==> config.mk <==
export PLATFORM = sky130hd
export DESIGN_NAME = pllcc_top
export DESIGN_NICKNAME = d
export VERILOG_FILES = /design/src/design/pllcc_pkg.sv /design/src/design/pllcc_div_if.sv /design/src/design/pllcc_top.sv /design/src/design/pllcc_divider.sv
export SDC_FILE = /design/constraint.sdc
export NUM_CORES = 1
export LEC_CHECK = 0
export ABC_AREA = 1
export BUFFER_PORTS_ARGS = -buffer_cell sky130_fd_sc_hd__buf_2
export CORE_MARGIN = 2
export CORE_UTILIZATION = 50
export DETAILED_ROUTE_END_ITERATION = 10
export PLACE_DENSITY = 0.72
export SLEW_MARGIN = 20
export SYNTH_ARGS = -nofsm -noshare
export SYNTH_HDL_FRONTEND = slang
export SYNTH_HIERARCHICAL = 1
export SYNTH_SLANG_ARGS = --single-unit
==> constraint.sdc <==
create_clock -name CLOCK -period 2.8 [get_ports CLOCK]
set_clock_uncertainty 0.2 [all_clocks]
set_input_delay 0.42 -clock CLOCK [delete_from_list [all_inputs] [get_ports CLOCK]]
set_output_delay 0.42 -clock CLOCK [all_outputs]
set_load 0.005 [all_outputs]
==> src/design/pllcc_pkg.sv <==
// ==========================================================
// pll core clock control constants
package pllcc_pkg;

    // ==========================================================
    // register bus
    localparam logic [7:0] PLLCC_REG_ADDR = 8'hd7;
    localparam logic [7:0] PLLCC_REG_RESET = 8'h53;
    localparam logic [7:0] PLLCC_REG_WMASK = 8'hbf;

    // ==========================================================
    // field positions
    localparam int PLLCC_OSC_SLEEP_HALT_SEL_BIT = 7;
    localparam int PLLCC_LOCK_BIT = 6;
    localparam int PLLCC_FAST_IRQ_RESPONSE_BIT = 3;
    localparam int PLLCC_CD_LSB = 0;
    localparam int PLLCC_CD_W = 3;

    // ==========================================================
    // division ratios
    localparam int PLLCC_PLL_MULT = 512;
    localparam int PLLCC_MOD_CNT_W = 9;
    localparam int PLLCC_CORE_CNT_W = 7;
    localparam logic [PLLCC_MOD_CNT_W-1:0] PLLCC_MOD_LAST = 9'h1ff;
    localparam logic [PLLCC_CORE_CNT_W-1:0] PLLCC_CORE_CNT_RESET = 7'h00;
    localparam logic [PLLCC_CD_W-1:0] PLLCC_CD_FASTEST = 3'h0;

    // ==========================================================
    // lock capture sequencing
    typedef enum logic [1:0] {
        PLLCC_LK_WAIT = 2'b00,
        PLLCC_LK_DONE = 2'b01
    } pllcc_lock_e;

endpackage

==> src/design/pllcc_div_if.sv <==
`timescale 1ns/1ps
// ==========================================================
// link between control logic and clock divider
interface pllcc_div_if;
    import pllcc_pkg::*;
    logic ce;
    logic pll_tick;
    logic [PLLCC_CD_W-1:0] div_sel;
    logic core_tick;
    logic mod_tick;
    logic [PLLCC_CD_W-1:0] div_applied;

    modport ctl (output ce, output pll_tick, output div_sel,
                 input core_tick, input mod_tick, input div_applied);
    modport div (input ce, input pll_tick, input div_sel,
                 output core_tick, output mod_tick, output div_applied);
endinterface

==> src/design/pllcc_top.sv <==
`timescale 1ns/1ps
// ==========================================================
// pll core clock control top

module pllcc_top
    import pllcc_pkg::*;
(
    input wire logic CLOCK,
    input wire logic SYS_RST,
    input wire logic CE,
    input wire logic PLL_TICK,
    input wire logic PLL_TRACKING,
    input wire logic POWER_DOWN,
    input wire logic IRQ_ACTIVE,
    input wire logic [7:0] SFR_ADDR,
    input wire logic SFR_WR,
    input wire logic SFR_RD,
    input wire logic [7:0] SFR_WDATA,
    output logic [7:0] SFR_RDATA,
    output logic CORE_TICK,
    output logic MOD_TICK,
    output logic TIC_TICK,
    output logic OSC_ENABLE,
    output logic [2:0] CORE_DIV
);

    // ==========================================================
    // declarations
    // carrier to the divider
    pllcc_div_if dif ();

    // stored control image
    logic [7:0] ctrl_q;
    logic [7:0] ctrl_d;
    // lock status and its capture sequencer
    logic lock_q;
    logic lock_d;
    pllcc_lock_e lk_state_q;
    pllcc_lock_e lk_state_d;
    // read data and oscillator side flops
    logic [7:0] rdata_q;
    logic [7:0] rdata_d;
    logic osc_en_q;
    logic tic_tick_q;
    logic osc_en_d;
    logic tic_d;

    // decode and selection wires
    logic reg_hit;
    logic reg_wr;
    logic reg_rd;
    logic [7:0] reg_view;
    logic osc_sleep_halt_sel_sel;
    logic fast_irq_response_sel;
    logic [PLLCC_CD_W-1:0] cd_field;
    logic [PLLCC_CD_W-1:0] cd_eff;
    logic osc_run;
    logic irq_fast;
    logic [7:0] wr_new;
    logic [7:0] wr_keep;

    // ==========================================================
    // register access decode
    // address compare against the single mapped register
    // strobes take effect only on edges with the clock enable high
    assign reg_hit = (SFR_ADDR == PLLCC_REG_ADDR);
    assign reg_wr = SFR_WR && reg_hit;
    assign reg_rd = SFR_RD && reg_hit;

    // ==========================================================
    // control fields
    assign osc_sleep_halt_sel_sel = ctrl_q[PLLCC_OSC_SLEEP_HALT_SEL_BIT];
    assign fast_irq_response_sel = ctrl_q[PLLCC_FAST_IRQ_RESPONSE_BIT];
    assign cd_field = ctrl_q[PLLCC_CD_LSB +: PLLCC_CD_W];

    // register image seen by software, lock from its own flop
    // bits 5 and 4 have no function here and are kept as written
    assign reg_view = {ctrl_q[7], lock_q, ctrl_q[5:0]};

    // ==========================================================
    // write path
    // written bits taken only where the mask allows
    assign wr_new = SFR_WDATA & PLLCC_REG_WMASK;
    // masked bits keep their stored value
    assign wr_keep = ctrl_q & ~PLLCC_REG_WMASK;
    assign ctrl_d = reg_wr ? (wr_new | wr_keep) : ctrl_q;

    // the lock bit is held apart from this image
    // control register storage, reset image sets divider to 8
    // power-on value
    always_ff @(posedge CLOCK or posedge SYS_RST) begin
        if (SYS_RST) begin
            ctrl_q <= PLLCC_REG_RESET & PLLCC_REG_WMASK;
        end else if (CE) begin
            ctrl_q <= ctrl_d;
        end
    end

    // ==========================================================
    // lock status capture after power-on release
    // one enabled edge in wait, then done until the next reset,
    // so the bit never follows the tracking input later on
    // set when tracking
    always_comb begin
        lk_state_d = lk_state_q;
        lock_d = lock_q;
        case (lk_state_q)
            PLLCC_LK_WAIT: begin
                lock_d = PLL_TRACKING;
                lk_state_d = PLLCC_LK_DONE;
            end
            PLLCC_LK_DONE: begin
                lock_d = lock_q;
            end
            default: begin
                lk_state_d = PLLCC_LK_WAIT;
            end
        endcase
    end

    // lock flop, untouched by writes
    // reset value of one makes the image read 53 during reset
    // read-only status
    always_ff @(posedge CLOCK or posedge SYS_RST) begin
        if (SYS_RST) begin
            lock_q <= PLLCC_REG_RESET[PLLCC_LOCK_BIT];
            lk_state_q <= PLLCC_LK_WAIT;
        end else if (CE) begin
            lock_q <= lock_d;
            lk_state_q <= lk_state_d;
        end
    end

    // ==========================================================
    // read path, unaddressed reads return zero
    // read data stands one cycle, then drops back to zero
    // image taken before a same-cycle write lands
    assign rdata_d = reg_rd ? reg_view : 8'h00;

    always_ff @(posedge CLOCK or posedge SYS_RST) begin
        if (SYS_RST) begin
            rdata_q <= 8'h00;
        end else if (CE) begin
            rdata_q <= rdata_d;
        end
    end

    // ==========================================================
    // effective core divider
    // the divider applies a new value only at its next period end,
    // so an interrupt may start one slow period before speeding up
    // fastest clock in interrupts
    assign irq_fast = fast_irq_response_sel && IRQ_ACTIVE;
    assign cd_eff = irq_fast ? PLLCC_CD_FASTEST : cd_field;

    // ==========================================================
    // oscillator power-down handling
    // halt when selected
    assign osc_run = !(POWER_DOWN && osc_sleep_halt_sel_sel);
    // halted oscillator also cuts the pll tick feed below,
    // so every tick output stays quiet until it runs again
    assign osc_en_d = osc_run;

    // interval counter tick follows each modulator tick while running
    assign tic_d = dif.mod_tick && osc_run;

    // oscillator enable and interval counter tick
    always_ff @(posedge CLOCK or posedge SYS_RST) begin
        if (SYS_RST) begin
            osc_en_q <= 1'b1;
            tic_tick_q <= 1'b0;
        end else if (CE) begin
            osc_en_q <= osc_en_d;
            tic_tick_q <= tic_d;
        end
    end

    // ==========================================================
    // divider hookup, pll tick is crystal times 512
    // clock enable passed down so the divider freezes with the rest
    // div_sel carries the effective exponent, forced or from the field
    // pll clock feed
    assign dif.ce = CE;
    assign dif.pll_tick = PLL_TICK && osc_run;
    assign dif.div_sel = cd_eff;

    pllcc_divider u_div (
        .clk (CLOCK),
        .rst (SYS_RST),
        .dif (dif.div)
    );

    // ==========================================================
    // outputs
    // each output comes from a flop, here or in the divider
    assign SFR_RDATA = rdata_q;
    assign CORE_TICK = dif.core_tick;
    assign MOD_TICK = dif.mod_tick;
    assign TIC_TICK = tic_tick_q;
    assign OSC_ENABLE = osc_en_q;
    assign CORE_DIV = dif.div_applied;

endmodule // pllcc_top

==> src/design/pllcc_divider.sv <==
`timescale 1ns/1ps
// ==========================================================
// core and modulator tick generator
module pllcc_divider
    import pllcc_pkg::*;
(
    input wire logic clk,
    input wire logic rst,
    pllcc_div_if.div dif
);

    logic [PLLCC_MOD_CNT_W-1:0] mod_cnt_q;
    logic [PLLCC_CORE_CNT_W-1:0] core_cnt_q;
    logic [PLLCC_CD_W-1:0] applied_q;
    logic core_tick_q;
    logic mod_tick_q;
    logic core_wrap;
    logic mod_wrap;
    logic [PLLCC_CORE_CNT_W-1:0] core_reload;

    // ==========================================================
    // wrap decode
    assign mod_wrap = dif.pll_tick && (mod_cnt_q == PLLCC_MOD_LAST);
    assign core_wrap = dif.pll_tick && (core_cnt_q == PLLCC_CORE_CNT_RESET);
    assign core_reload = PLLCC_CORE_CNT_W'((8'h01 << dif.div_sel) - 8'h01);

    // modulator tick every 512 pll clocks, i.e. at crystal rate
    // modulator at crystal rate
    always_ff @(posedge clk or posedge rst) begin
        if (rst) begin
            mod_cnt_q <= '0;
            mod_tick_q <= 1'b0;
        end else if (dif.ce) begin
            mod_cnt_q <= dif.pll_tick ? mod_cnt_q + PLLCC_MOD_CNT_W'(1) : mod_cnt_q;
            mod_tick_q <= mod_wrap;
        end
    end

    // core period counter, new ratio only taken at period end
    // whole periods only
    always_ff @(posedge clk or posedge rst) begin
        if (rst) begin
            core_cnt_q <= PLLCC_CORE_CNT_RESET;
            applied_q <= PLLCC_REG_RESET[PLLCC_CD_W-1:0];
            core_tick_q <= 1'b0;
        end else if (dif.ce) begin
            core_tick_q <= core_wrap;
            if (core_wrap) begin
                core_cnt_q <= core_reload;
                applied_q <= dif.div_sel;
            end else if (dif.pll_tick) begin
                core_cnt_q <= core_cnt_q - PLLCC_CORE_CNT_W'(1);
            end
        end
    end

    assign dif.core_tick = core_tick_q;
    assign dif.mod_tick = mod_tick_q;
    assign dif.div_applied = applied_q;

endmodule // pllcc_divider

=== Yosys cells after proc, flatten, opt, wreduce, memory -nomap -nowiden ===
Index checks and enable logic that the tools add are counted.

* Register bits: 42
* Bits of input ports: 25
* Output and inout bits: 15
* Logic and storage cells: 43

* Add/sub/neg operators: 3
* Eq/ne operators: 3
* Shift operators: 1
* Muxes and demuxes: 5
* Bitwise logic cells: 2
* Reductions and logical operators: 18

{| class="wikitable"
|+ Operator list
! cell !! count
|-
| 7-bit 2-to-1 mux || 2
|-
| 7-bit by 1-bit subtractor with 7-bit output, second input constant || 2
|-
| 2-bit AND reduction || 6
|-
| 9-bit by 1-bit adder with 9-bit output, second input constant || 1
|-
| 9-bit == test, second input constant || 1
|-
| 8-bit == test, second input constant || 1
|-
| 1-bit logical AND || 8
|-
| 8-bit 2-to-1 mux || 1
|-
| 8-bit by 7-bit bitwise OR with 8-bit output || 1
|-
| 7-bit zero test || 1
|-
| 1-bit by 3-bit << shifter with 7-bit output, first input constant || 1
|-
| 2-bit one-hot mux with 2 select lines || 1
|-
| 3-bit 2-to-1 mux || 1
|-
| 2-bit by 1-bit == test with 1-bit output, second input constant || 1
|-
| 2-bit zero test || 1
|-
| 2-bit nonzero test || 1
|-
| 1-bit zero test || 1
|-
| 1-bit inverter || 1
|}

=== Longest topological paths before layout ===
Gate-level depths: netlist of run 1.

* Depth in word-level cells: 6
* Depth in mapped cells: 14

=== By module ===
The synthesis of run 1 kept the hierarchy.

{| class="wikitable"
|+ Modules (own cells, without submodules)
! module !! instances !! cells each !! area an instance (µm²)
|-
| pllcc_divider || 1 || 150 || 1154.9
|-
| pllcc_top || 1 || 114 || 929.6
|}

=== Worst setup path before layout of run 1 ===
OpenSTA, ideal clock, no wires.

* Path kind: register -> register
* From: reg ctrl_q[1]
* To: reg u_div.core_cnt_q[6]
* Setup time: 0.123 ns
* Arrival: 1.821 ns
* Setup slack: 0.656 ns
* Cell stages (with the launch flop): 11
* Path buffers: 0
* Clock period less this slack: 2.144 ns
* Path through: dfstp_2 > a21boi_0 > inv_1 > nand2_1 > nor2_1 > a21oi_2 > ha_1 > nand3_1 > nor2_1 > nand3_1 > xnor2_1

* Cells in the longest elaborated chain, start to end: 4

{| class="wikitable"
|+ RTL lines
! what !! line !! RTL
|-
| start: declaration || pllcc_top.sv:33 || <nowiki>logic [7:0] ctrl_q;</nowiki>
|-
| start signal: assignment || pllcc_top.sv:93 || <nowiki>ctrl_q <= PLLCC_REG_RESET & PLLCC_REG_WMASK;</nowiki>
|-
| start signal: assignment || pllcc_top.sv:95 || <nowiki>ctrl_q <= ctrl_d;</nowiki>
|-
| 3-bit 2-to-1 mux || pllcc_top.sv:154 || <nowiki>assign cd_eff = irq_fast ? PLLCC_CD_FASTEST : cd_field;</nowiki>
|-
| net cd_eff[1] || pllcc_top.sv:56 || <nowiki>logic [PLLCC_CD_W-1:0] cd_eff;</nowiki>
|-
| 1-bit by 3-bit << shifter with 7-bit output || pllcc_divider.sv:25 || <nowiki>assign core_reload = PLLCC_CORE_CNT_W'((8'h01 << dif.div_sel) - 8'h01);</nowiki>
|-
| 7-bit by 1-bit subtractor with 7-bit output || pllcc_divider.sv:25 ||
|-
| 7-bit 2-to-1 mux || pllcc_divider.sv:48 || <nowiki>if (core_wrap) begin</nowiki>
|-
| end signal: assignment || pllcc_divider.sv:49 || <nowiki>core_cnt_q <= core_reload;</nowiki>
|-
| end signal: assignment || pllcc_divider.sv:52 || <nowiki>core_cnt_q <= core_cnt_q - PLLCC_CORE_CNT_W'(1);</nowiki>
|-
| end: declaration || pllcc_divider.sv:13 || <nowiki>logic [PLLCC_CORE_CNT_W-1:0] core_cnt_q;</nowiki>
|}

The timed path passes the listed nets, and every way through them passes these cells.
A chain may end at the register's enable or synchronous reset.

=== Worst setup path in the final report of run 1 ===
* From: reg ctrl_q[0]
* To: reg u_div.core_cnt_q[6]

The elaborated chain is that of the path after synthesis.

==> results of run 1 <==
==> power by group <==
group | internal, mW | switching (mW)
Sequential | 0.664 | 0.0586
Clock | 0.265 | 0.198
Combinational | 0.133 | 0.228
==> cell usage after synthesis <==
cell type | instances | area (sq um)
a21boi_0 | 3 | 22.5
a21oi_1 | 2 | 10.0
a21oi_2 | 2 | 17.5
a31oi_1 | 1 | 6.26
and2_1 | 2 | 12.5
buf_2 | 4 | 20.0
buf_4 | 1 | 7.51
buf_6 | 1 | 11.3
clkbuf_1 | 1 | 3.75
dfrtp_1 | 33 | 826
dfstp_2 | 7 | 184
ha_1 | 3 | 37.5
inv_1 | 31 | 116
inv_2 | 6 | 22.5
nand2_1 | 93 | 349
nand3_1 | 10 | 50.1
nand3_2 | 4 | 40.0
nand4_1 | 16 | 100
nor2_1 | 18 | 67.6
nor2_2 | 3 | 18.8
nor2_4 | 3 | 33.8
nor3_1 | 2 | 10.0
nor4_1 | 1 | 6.26
o21ai_0 | 8 | 40.0
o21ai_1 | 2 | 10.0
xnor2_1 | 3 | 26.3
xor2_1 | 4 | 35.0
==> per-layer routing <==
layer / vias to the layer above / global-route usage / routed length [um]
li1: 910 / - / -
met5: - / 0 / 0
met2: 38 / 0.313 / 1840
met4: 0 / 0.0600 / 55
met3: 6 / 0.0438 / 196
met1: 835 / 0.258 / 1980
==> kinds of logic after synthesis <==
family / count (synthesis) / share of synthesized area
DFF: 40 / 0.484
and+or+nand+nor: 152 / 0.330
AOI/OAI and AO/OA: 18 / 0.0510
xor gates and xnor gates: 7 / 0.0294
adders and majority gates: 3 / 0.0180
buffers and inverters: 44 / 0.0870
==> cell type report <==
cell class / count / area [sq um] / area share
timing repair buffer: 41 / 213 / 0.0877
clock inverter: 2 / 35.0 / 0.0144
tap: 50 / 62.6 / 0.0258
clock buffer: 6 / 72.6 / 0.0299
inverter: 37 / 139 / 0.0573
sequential: 40 / 1010 / 0.416
multi-input combinational: 180 / 893 / 0.368
==> final timing paths <==
kind	startpoint	endpoint	slack (ps)	cells after the start
hold reg to reg	ctrl_q[4]$_DFFE_PP1P_	ctrl_q[4]$_DFFE_PP1P_	270	2
setup / recovery	ctrl_q[0]$_DFFE_PP1P_	u_div/core_cnt_q[6]$_DFFE_PP0P_	380	10
hold / removal	SYS_RST	ctrl_q[3]$_DFFE_PP0P_	50	2
min in group CLOCK	SFR_WDATA[4]	ctrl_q[4]$_DFFE_PP1P_	150	3
max in group asynchronous	SYS_RST	u_div/mod_cnt_q[0]$_DFFE_PP0P_	1820	2
setup reg to reg	ctrl_q[0]$_DFFE_PP1P_	u_div/core_cnt_q[6]$_DFFE_PP0P_	380	10
==> flip-flops by register name, summed over array words and instances (netlist names) <==
register               cells
u_div/dif.mod_tick         1
u_div/mod_cnt_q            9
lock_q                     1
u_div/core_cnt_q           7
ctrl_q                     7
TIC_TICK                   1
SFR_RDATA                  8
lk_state_q                 1
u_div/dif.div_applied      3
u_div/dif.core_tick        1
OSC_ENABLE                 1
==> results.toml, run 1 <==
[route]
post_drt_wl_per_cell_um = 11.4
firstDrtPassIters = 4
ant_nets = 0
drc = 0
vias_per_cell = 5.03
routed_wirelength_um = 4070
drt_iter0_drc = 121
vias = 1789

[timing]
finalSetupTns_ps = 0
timing.final.crit_share = 0.863
final_max_slew_viol_count = 0
clock.fmax_mhz = 414
whs_ps = 54.6
rsz0062_at_grt = "false"
setup_viol = 0
hold_viol_final = 0
timing.final.ws_setup_ps = 385
slew_headroom = 0.466
worstMarginPinSlew_ps = 800
fin_crit_ps = 2420

[cts]
cts_resized = 0
clockBufferDepth = 2
cts_buffers = 5
htree_levels = 2
clkTransAtPathRegs_ps = 80
cts_setup_buffers = 0
cts_tree = "built"
root_buffer = "clkbuf_8"
clk_latency_ps = 290
cts.sink_count = 40
holdBufCountCts = 0

[global_route]
overflow = 0
grt_pass1_vias = 1553
grt_pass1_wl_um = 6730
grt.total_usage = 0.193
antenna_found_initial = 0
grt_max_degree = 22

[critical_path]
cp.buffers_inverters = 1
cp_top_family = "simple AND/OR/NAND/NOR gates"
cpMaxStageDelayCell = "dfstp_2"
crit_arrival_ps = 2400
slowest_delay_ps = 550
cp_max_fo = 5
crit_required_ps = 2780
crit_chain = "a21boi_0, inv_1, nand2_1, nor2_1, a21oi_2, ha_1, nand3_1, nor2_1, nand3_1, xnor2_1"
crit_type = "reg2reg"
critPathCaptureType = "register"
start_kind = "register"

[finish]
final_net_count = 333
n_antenna_cell = 0
layout-drive-gt1-share = 0.239
layout_commonest_cell = "nand2_1"
stdcell_area_sq_mm = 0.00242
post-route-util = 0.606
area_delta_synth_final_pct = 16.3
final_cell_mix = "nand2_1, buf_2, dfrtp_1, inv_1, nor2_1"
nFillCells = 355
stdcell_count = 356

[job]
max_cap_viol_count = 0

[synth]
ys_ff_latch = 40
synth_cells = 264
netlist_area_sq_mm = 0.00208
ys_types = 27
ys_seq_area_frac = 0.484
syn_area_per_cell_sq_um = 7.90
synth_fp_nets = 292
ys_warn_count = 6

[die]
chipWidth_um = 68.6
initial_core_util = 0.521
pin_count = 40
die_h_um = 68.6
core_sq_mm = 0.00400
placementRows = 23
die_area_sq_mm = 0.00470

[pwr]
power.density_mw_per_mm2 = 637
vdd_drop_max_mv = 0.344
total_power_mw = 1.55
power.leakage_nw = 1.34

[placed_design]
dp_cells = 348
dpl_cell_area_sq_mm = 0.00232
portBuffers = 38
pre_cts_slack_ps = 421
finalWeightedCongestion = 0.849
dp_hpwl_um = 2950

[hold_path]
hold_class = "in2async"

[outcome]
status = "finished clean"
Note: power is estimated with default switching activity, not from simulation.
==> run 2, diff against run 1 <==
--- a/config.mk
+++ b/config.mk
@@ -9,6 +9,7 @@
 export BUFFER_PORTS_ARGS = -buffer_cell sky130_fd_sc_hd__buf_2
 export CORE_MARGIN = 2
 export CORE_UTILIZATION = 50
+export CTS_BUF_LIST = sky130_fd_sc_hd__clkbuf_4 sky130_fd_sc_hd__clkbuf_8 sky130_fd_sc_hd__clkbuf_16
 export DETAILED_ROUTE_END_ITERATION = 10
 export PLACE_DENSITY = 0.72
 export SLEW_MARGIN = 20
==> results.toml, run 2 (synthesis results as in run 1) <==
[cts]
cts.sink_count = 40
clkTransAtPathRegs_ps = 80
cts_setup_buffers = 0
clk_latency_ps = 290
root_buffer = "clkbuf_8"
holdBufCountCts = 0
cts_tree = "built"
clockBufferDepth = 2
cts_buffers = 5
htree_levels = 2
cts_resized = 0

[global_route]
grt_pass1_wl_um = 6770
overflow = 0
grt.total_usage = 0.194
grt_pass1_vias = 1561
grt_max_degree = 22
antenna_found_initial = 0

[finish]
largest_register = "u_div/mod_cnt_q"
layout-drive-gt1-share = 0.242
nFillCells = 356
final_cell_mix = "nand2_1, buf_2, dfrtp_1, inv_1, nor2_1"
layout_commonest_cell = "nand2_1"
area_delta_synth_final_pct = 16.5
largest_reg_flops = 9
n_antenna_cell = 0
final_net_count = 333

[route]
vias = 1786
drc = 0
firstDrtPassIters = 4
post_drt_wl_per_cell_um = 11.5
ant_nets = 0
drt_iter0_drc = 116
routed_wirelength_um = 4100
vias_per_cell = 5.02

[critical_path]
cp_num_cells = 10
crit_chain = "a21boi_0, inv_1, nand2_1, nor2_1, a21oi_2, ha_1, nand3_1, nor2_1, nand3_1, xnor2_1"
cp_top_family = "simple AND/OR/NAND/NOR gates"
cp_max_fo = 5
start_kind = "register"
slowest_delay_ps = 540
critPathCaptureType = "register"
crit_type = "reg2reg"
critPathLaunch = "ctrl_q[0]$_DFFE_PP1P_"
crit_required_ps = 2780
r2r-start = "ctrl_q[0]$_DFFE_PP1P_"
cp.buffers_inverters = 1
rr_worst_depth = 10
crit_arrival_ps = 2400
cpMaxStageDelayCell = "dfstp_2"

[die]
die_h_um = 68.6
core_sq_mm = 0.00400
chipWidth_um = 68.6
pin_count = 40
initial_core_util = 0.521
die_area_sq_mm = 0.00470
placementRows = 23

[placed_design]
portBuffers = 38
finalWeightedCongestion = 0.849
dp_hpwl_um = 2950

[timing]
worstMarginPinSlew_ps = 803
fin_crit_ps = 2420
clock.fmax_mhz = 413
timing.final.crit_share = 0.866
setup_viol = 0
final_max_slew_viol_count = 0
rsz0062_at_grt = "false"
finalSetupTns_ps = 0
hold_viol_final = 0
slew_headroom = 0.464
whs_ps = 54.2

[pwr]
vdd_drop_max_mv = 0.345
power.density_mw_per_mm2 = 641
power.leakage_nw = 1.35

[job]
max_cap_viol_count = 0

[hold_path]
hold_class = "in2async"

[outcome]
status = "finished clean"
-- run 2: changes by cell type in the layout (fill, tap and decap cells not counted) --
cell,delta
clkbuf_1,-1
clkbuf_4,+1
-- run 2: where the power goes --
part | switching, mW | internal [mW]
registers | 0.0584 | 0.664
clock network | 0.199 | 0.274
logic | 0.228 | 0.133
total | 0.485 | 1.07
-- run 2: worst register-to-register path, stage by stage (launching register included) --
cell and delay (ps):
dfstp_2 540, a21boi_0 280, inv_1 140, nand2_1 100, nor2_1 60, a21oi_2 260, ha_1 210, nand3_1 130
nor2_1 160, nand3_1 110, xnor2_1 130
-- run 2: metrics by stage --
| step | area (sq um) | power [mW] | utilization | cells | setup slack (ps) |
|---|---|---|---|---|---|
| CTS | 2430 | 1.57 | 0.607 | 356 | 397 |
| finish | 2430 | 1.56 | 0.607 | 356 | 376 |
| floorplan | 2080 | 1.01 | - | 264 | 656 |
| detailed placement | 2320 | 1.09 | 0.579 | 348 | 421 |
| global route | 2430 | 1.65 | 0.607 | 356 | 170 |
| global placement | 2320 | 1.08 | 0.579 | 348 | 465 |
-- run 2: routing by layer --
metal | GRT usage | share of wire
met2 | 0.315 | 0.46
met4 | 0.0600 | 0.013
met3 | 0.0438 | 0.047
met1 | 0.259 | 0.48
met5 | 0 | 0
-- run 2: path summary, 6_finish.rpt --
path                                                    to  slack [ps]
min reg2reg                          ctrl_q[4]$_DFFE_PP1P_         270
max in group asynchronous   u_div/mod_cnt_q[0]$_DFFE_PP0P_        1820
max reg2reg                u_div/core_cnt_q[6]$_DFFE_PP0P_         380
min                                  ctrl_q[3]$_DFFE_PP0P_          50
max                        u_div/core_cnt_q[6]$_DFFE_PP0P_         380
min in group CLOCK                   ctrl_q[4]$_DFFE_PP1P_         150
-- run 2: final cells by class --
class | count | area, sq um | share of cell area
Tap cell | 50 | 62.6 | 0.0258
Sequential cell | 40 | 1010 | 0.416
Clock buffer | 6 | 76.3 | 0.0314
Inverter | 37 | 139 | 0.0572
Multi-Input combinational cell | 180 | 893 | 0.368
Timing Repair Buffer | 41 | 213 | 0.0876
Clock inverter | 2 | 35.0 | 0.0144
==> run 3, diff against run 2 <==
--- a/config.mk
+++ b/config.mk
@@ -5,13 +5,12 @@
 export SDC_FILE = /design/constraint.sdc
 export NUM_CORES = 1
 export LEC_CHECK = 0
-export ABC_AREA = 1
 export BUFFER_PORTS_ARGS = -buffer_cell sky130_fd_sc_hd__buf_2
 export CORE_MARGIN = 2
 export CORE_UTILIZATION = 50
 export CTS_BUF_LIST = sky130_fd_sc_hd__clkbuf_4 sky130_fd_sc_hd__clkbuf_8 sky130_fd_sc_hd__clkbuf_16
 export DETAILED_ROUTE_END_ITERATION = 10
-export PLACE_DENSITY = 0.72
+export PLACE_DENSITY = 0.73
 export SLEW_MARGIN = 20
 export SYNTH_ARGS = -nofsm -noshare
 export SYNTH_HDL_FRONTEND = slang
==> results.toml, run 3 <==
[cts]
cts_tree = "built"
clkTransAtPathRegs_ps = 80
clockBufferDepth = 2
cts_resized = 0
holdBufCountCts = 0
cts_setup_buffers = 0
htree_levels = 2
root_buffer = "clkbuf_8"
cts.sink_count = 40
cts_buffers = 5
clk_latency_ps = 290

[timing]
worstMarginPinSlew_ps = 807
clock.fmax_mhz = 393
setup_viol = 0
final_max_slew_viol_count = 0
timing.final.crit_share = 0.909
timing.final.ws_setup_ps = 254
slew_headroom = 0.461
fin_crit_ps = 2550
whs_ps = 50.3
rsz0062_at_grt = "false"
finalSetupTns_ps = 0
hold_viol_final = 0

[critical_path]
crit_required_ps = 2780
crit_arrival_ps = 2520
crit_type = "reg2reg"
start_kind = "register"
cp_max_fo = 5
critPathCaptureType = "register"

[global_route]
grt.total_usage = 0.201
antenna_found_initial = 0
grt_pass1_wl_um = 6680
grt_pass1_vias = 1477
overflow = 0
grt_max_degree = 22

[route]
drc = 0
ant_nets = 0
post_drt_wl_per_cell_um = 14.1
drt_iter0_drc = 136
vias = 1482
firstDrtPassIters = 5
routed_wirelength_um = 3840
vias_per_cell = 5.45

[pwr]
vdd_drop_max_mv = 0.402
seq_power_share = 0.510
power.density_mw_per_mm2 = 670
pwr-share-clk = 0.300
power.leakage_nw = 1.07
switching_power_mw = 0.449
p_comb_frac = 0.190
cell_internal_pwr_mw = 1.09
sw_frac_of_total = 0.292

[die]
pin_count = 40
die_area_sq_mm = 0.00441
core_sq_mm = 0.00372
die_h_um = 66.4
placementRows = 22
initial_core_util = 0.524
chipWidth_um = 66.4

[finish]
area_delta_synth_final_pct = 17.9
final_cell_mix = "buf_2, dfrtp_1, nand2_1, inv_1"
n_antenna_cell = 0
largest_reg_flops = 9
regArea_sq_mm = 0.00101
largest_register = "u_div/mod_cnt_q"
layout_commonest_cell = "buf_2"
nFillCells = 322
post-route-util = 0.618
multiInputGateArea_sq_um = 857
final_net_count = 251
layout-drive-gt1-share = 0.330

[placed_design]
pre_cts_slack_ps = 140
dp_hpwl_um = 2760
portBuffers = 38
finalWeightedCongestion = 0.853

[synth]
synthArstFlopShare = 1.00
synth.largest_area_cell = "dfrtp_1"
synth_fp_nets = 209
netlist.area_leader.share = 0.424
netlist_top_cells_count = "dfrtp_1, nand2_1, inv_1, nor2_1, o22ai_1"
ys_seq_area_frac = 0.519
syn_area_per_cell_sq_um = 10.8
ys.flop_type = "dfrtp_1"
yosysMostFrequentCell = "dfrtp_1"
synth_cells = 181
ys_types = 43
synth-edff-count = 0
ys_ff_latch = 40
synth_area_leaders = "dfrtp_1, dfstp_2, mux2_4"
ys_warn_count = 6
netlist_area_sq_mm = 0.00195

[job]
max_cap_viol_count = 0

[outcome]
status = "finished clean"

[hold_path]
hold_class = "in2async"
==> run 3: cell types whose count changed after synthesis, moves of 5 or more <==
| cell | before | now |
|---|---|---|
| nand2_1 | 93 | 24 |
| inv_1 | 31 | 14 |
| nand4_1 | 16 | 5 |
| nor2_1 | 18 | 8 |
| o22ai_1 | 0 | 8 |
| mux2_4 | 0 | 7 |
| inv_2 | 6 | 0 |
| mux2_2 | 0 | 5 |
| nand3_1 | 10 | 5 |
==> run 3: cell families after synthesis <==
kind of cell | Yosys count | synth area share
AOI/OAI and AO/OA | 28 | 0.0964
xor gates and xnor gates | 8 | 0.0360
adders and majority gates | 3 | 0.0193
buffers and inverters | 19 | 0.0411
DFF | 40 | 0.519
muxes | 13 | 0.0880
and+or+nand+nor | 70 | 0.201
==> run 3: final timing paths <==
kind | startpoint | end | slack [ps] | depth (start not counted)
hold reg to reg | lk_state_q[0]$_DFFE_PP0P_ | lk_state_q[0]$_DFFE_PP0P_ | 260 | 1
setup reg to reg | ctrl_q[7]$_DFFE_PP0P_ | u_div/core_cnt_q[2]$_DFFE_PP0P_ | 250 | 9
min in group CLOCK | POWER_DOWN | OSC_ENABLE$_DFFE_PP1P_ | 110 | 2
setup / recovery | ctrl_q[7]$_DFFE_PP0P_ | u_div/core_cnt_q[2]$_DFFE_PP0P_ | 250 | 9
hold / removal | SYS_RST | ctrl_q[2]$_DFFE_PP0P_ | 50 | 2
max in group asynchronous | SYS_RST | u_div/core_cnt_q[5]$_DFFE_PP0P_ | 1810 | 2
==> run 3: power groups by stage <==
stage | Combinational (mW) | Sequential [mW] | Clock [mW]
detailed placement | 0.292 | 0.791 | 0
global route | 0.336 | 0.801 | 0.503
floorplan | 0.229 | 0.763 | 0
finish | 0.292 | 0.785 | 0.461
CTS | 0.293 | 0.781 | 0.474
global placement | 0.284 | 0.787 | 0
==> run 3: final cells by class <==
cell class                 instances  area share
sequential                        40       0.440
multi-input combinational        122       0.373
timing repair buffer              40      0.0894
clock buffer                       6      0.0332
tap                               48      0.0262
inverter                          14      0.0229
clock inverter                     2      0.0153
==> run 3: critical path, stage by stage (launching register included) <==
cell	delay, ps
dfrtp_1	410
nand2_1	90
and2_1	210
or4b_4	520
nor3_2	200
a21oi_1	110
ha_1	290
nand3b_1	110
a21oi_1	50
a221o_1	260
==> run 3: per-layer routing <==
layer,vias to the layer above,routed length (um),track usage
met3,6,151,0.0596
met2,42,1810,0.321
met5,-,0,0
met4,0,40,0.0638
met1,717,1840,0.262
li1,717,-,-
==> run 3: metrics by stage <==
stage	cells	instance area (sq um)	total power, mW
2_1_floorplan	181	1950	0.993
3_3_place_gp	264	2180	1.07
3_5_place_dp	264	2180	1.08
4_1_cts	272	2300	1.55
5_1_grt	272	2300	1.64
6_report	272	2300	1.54
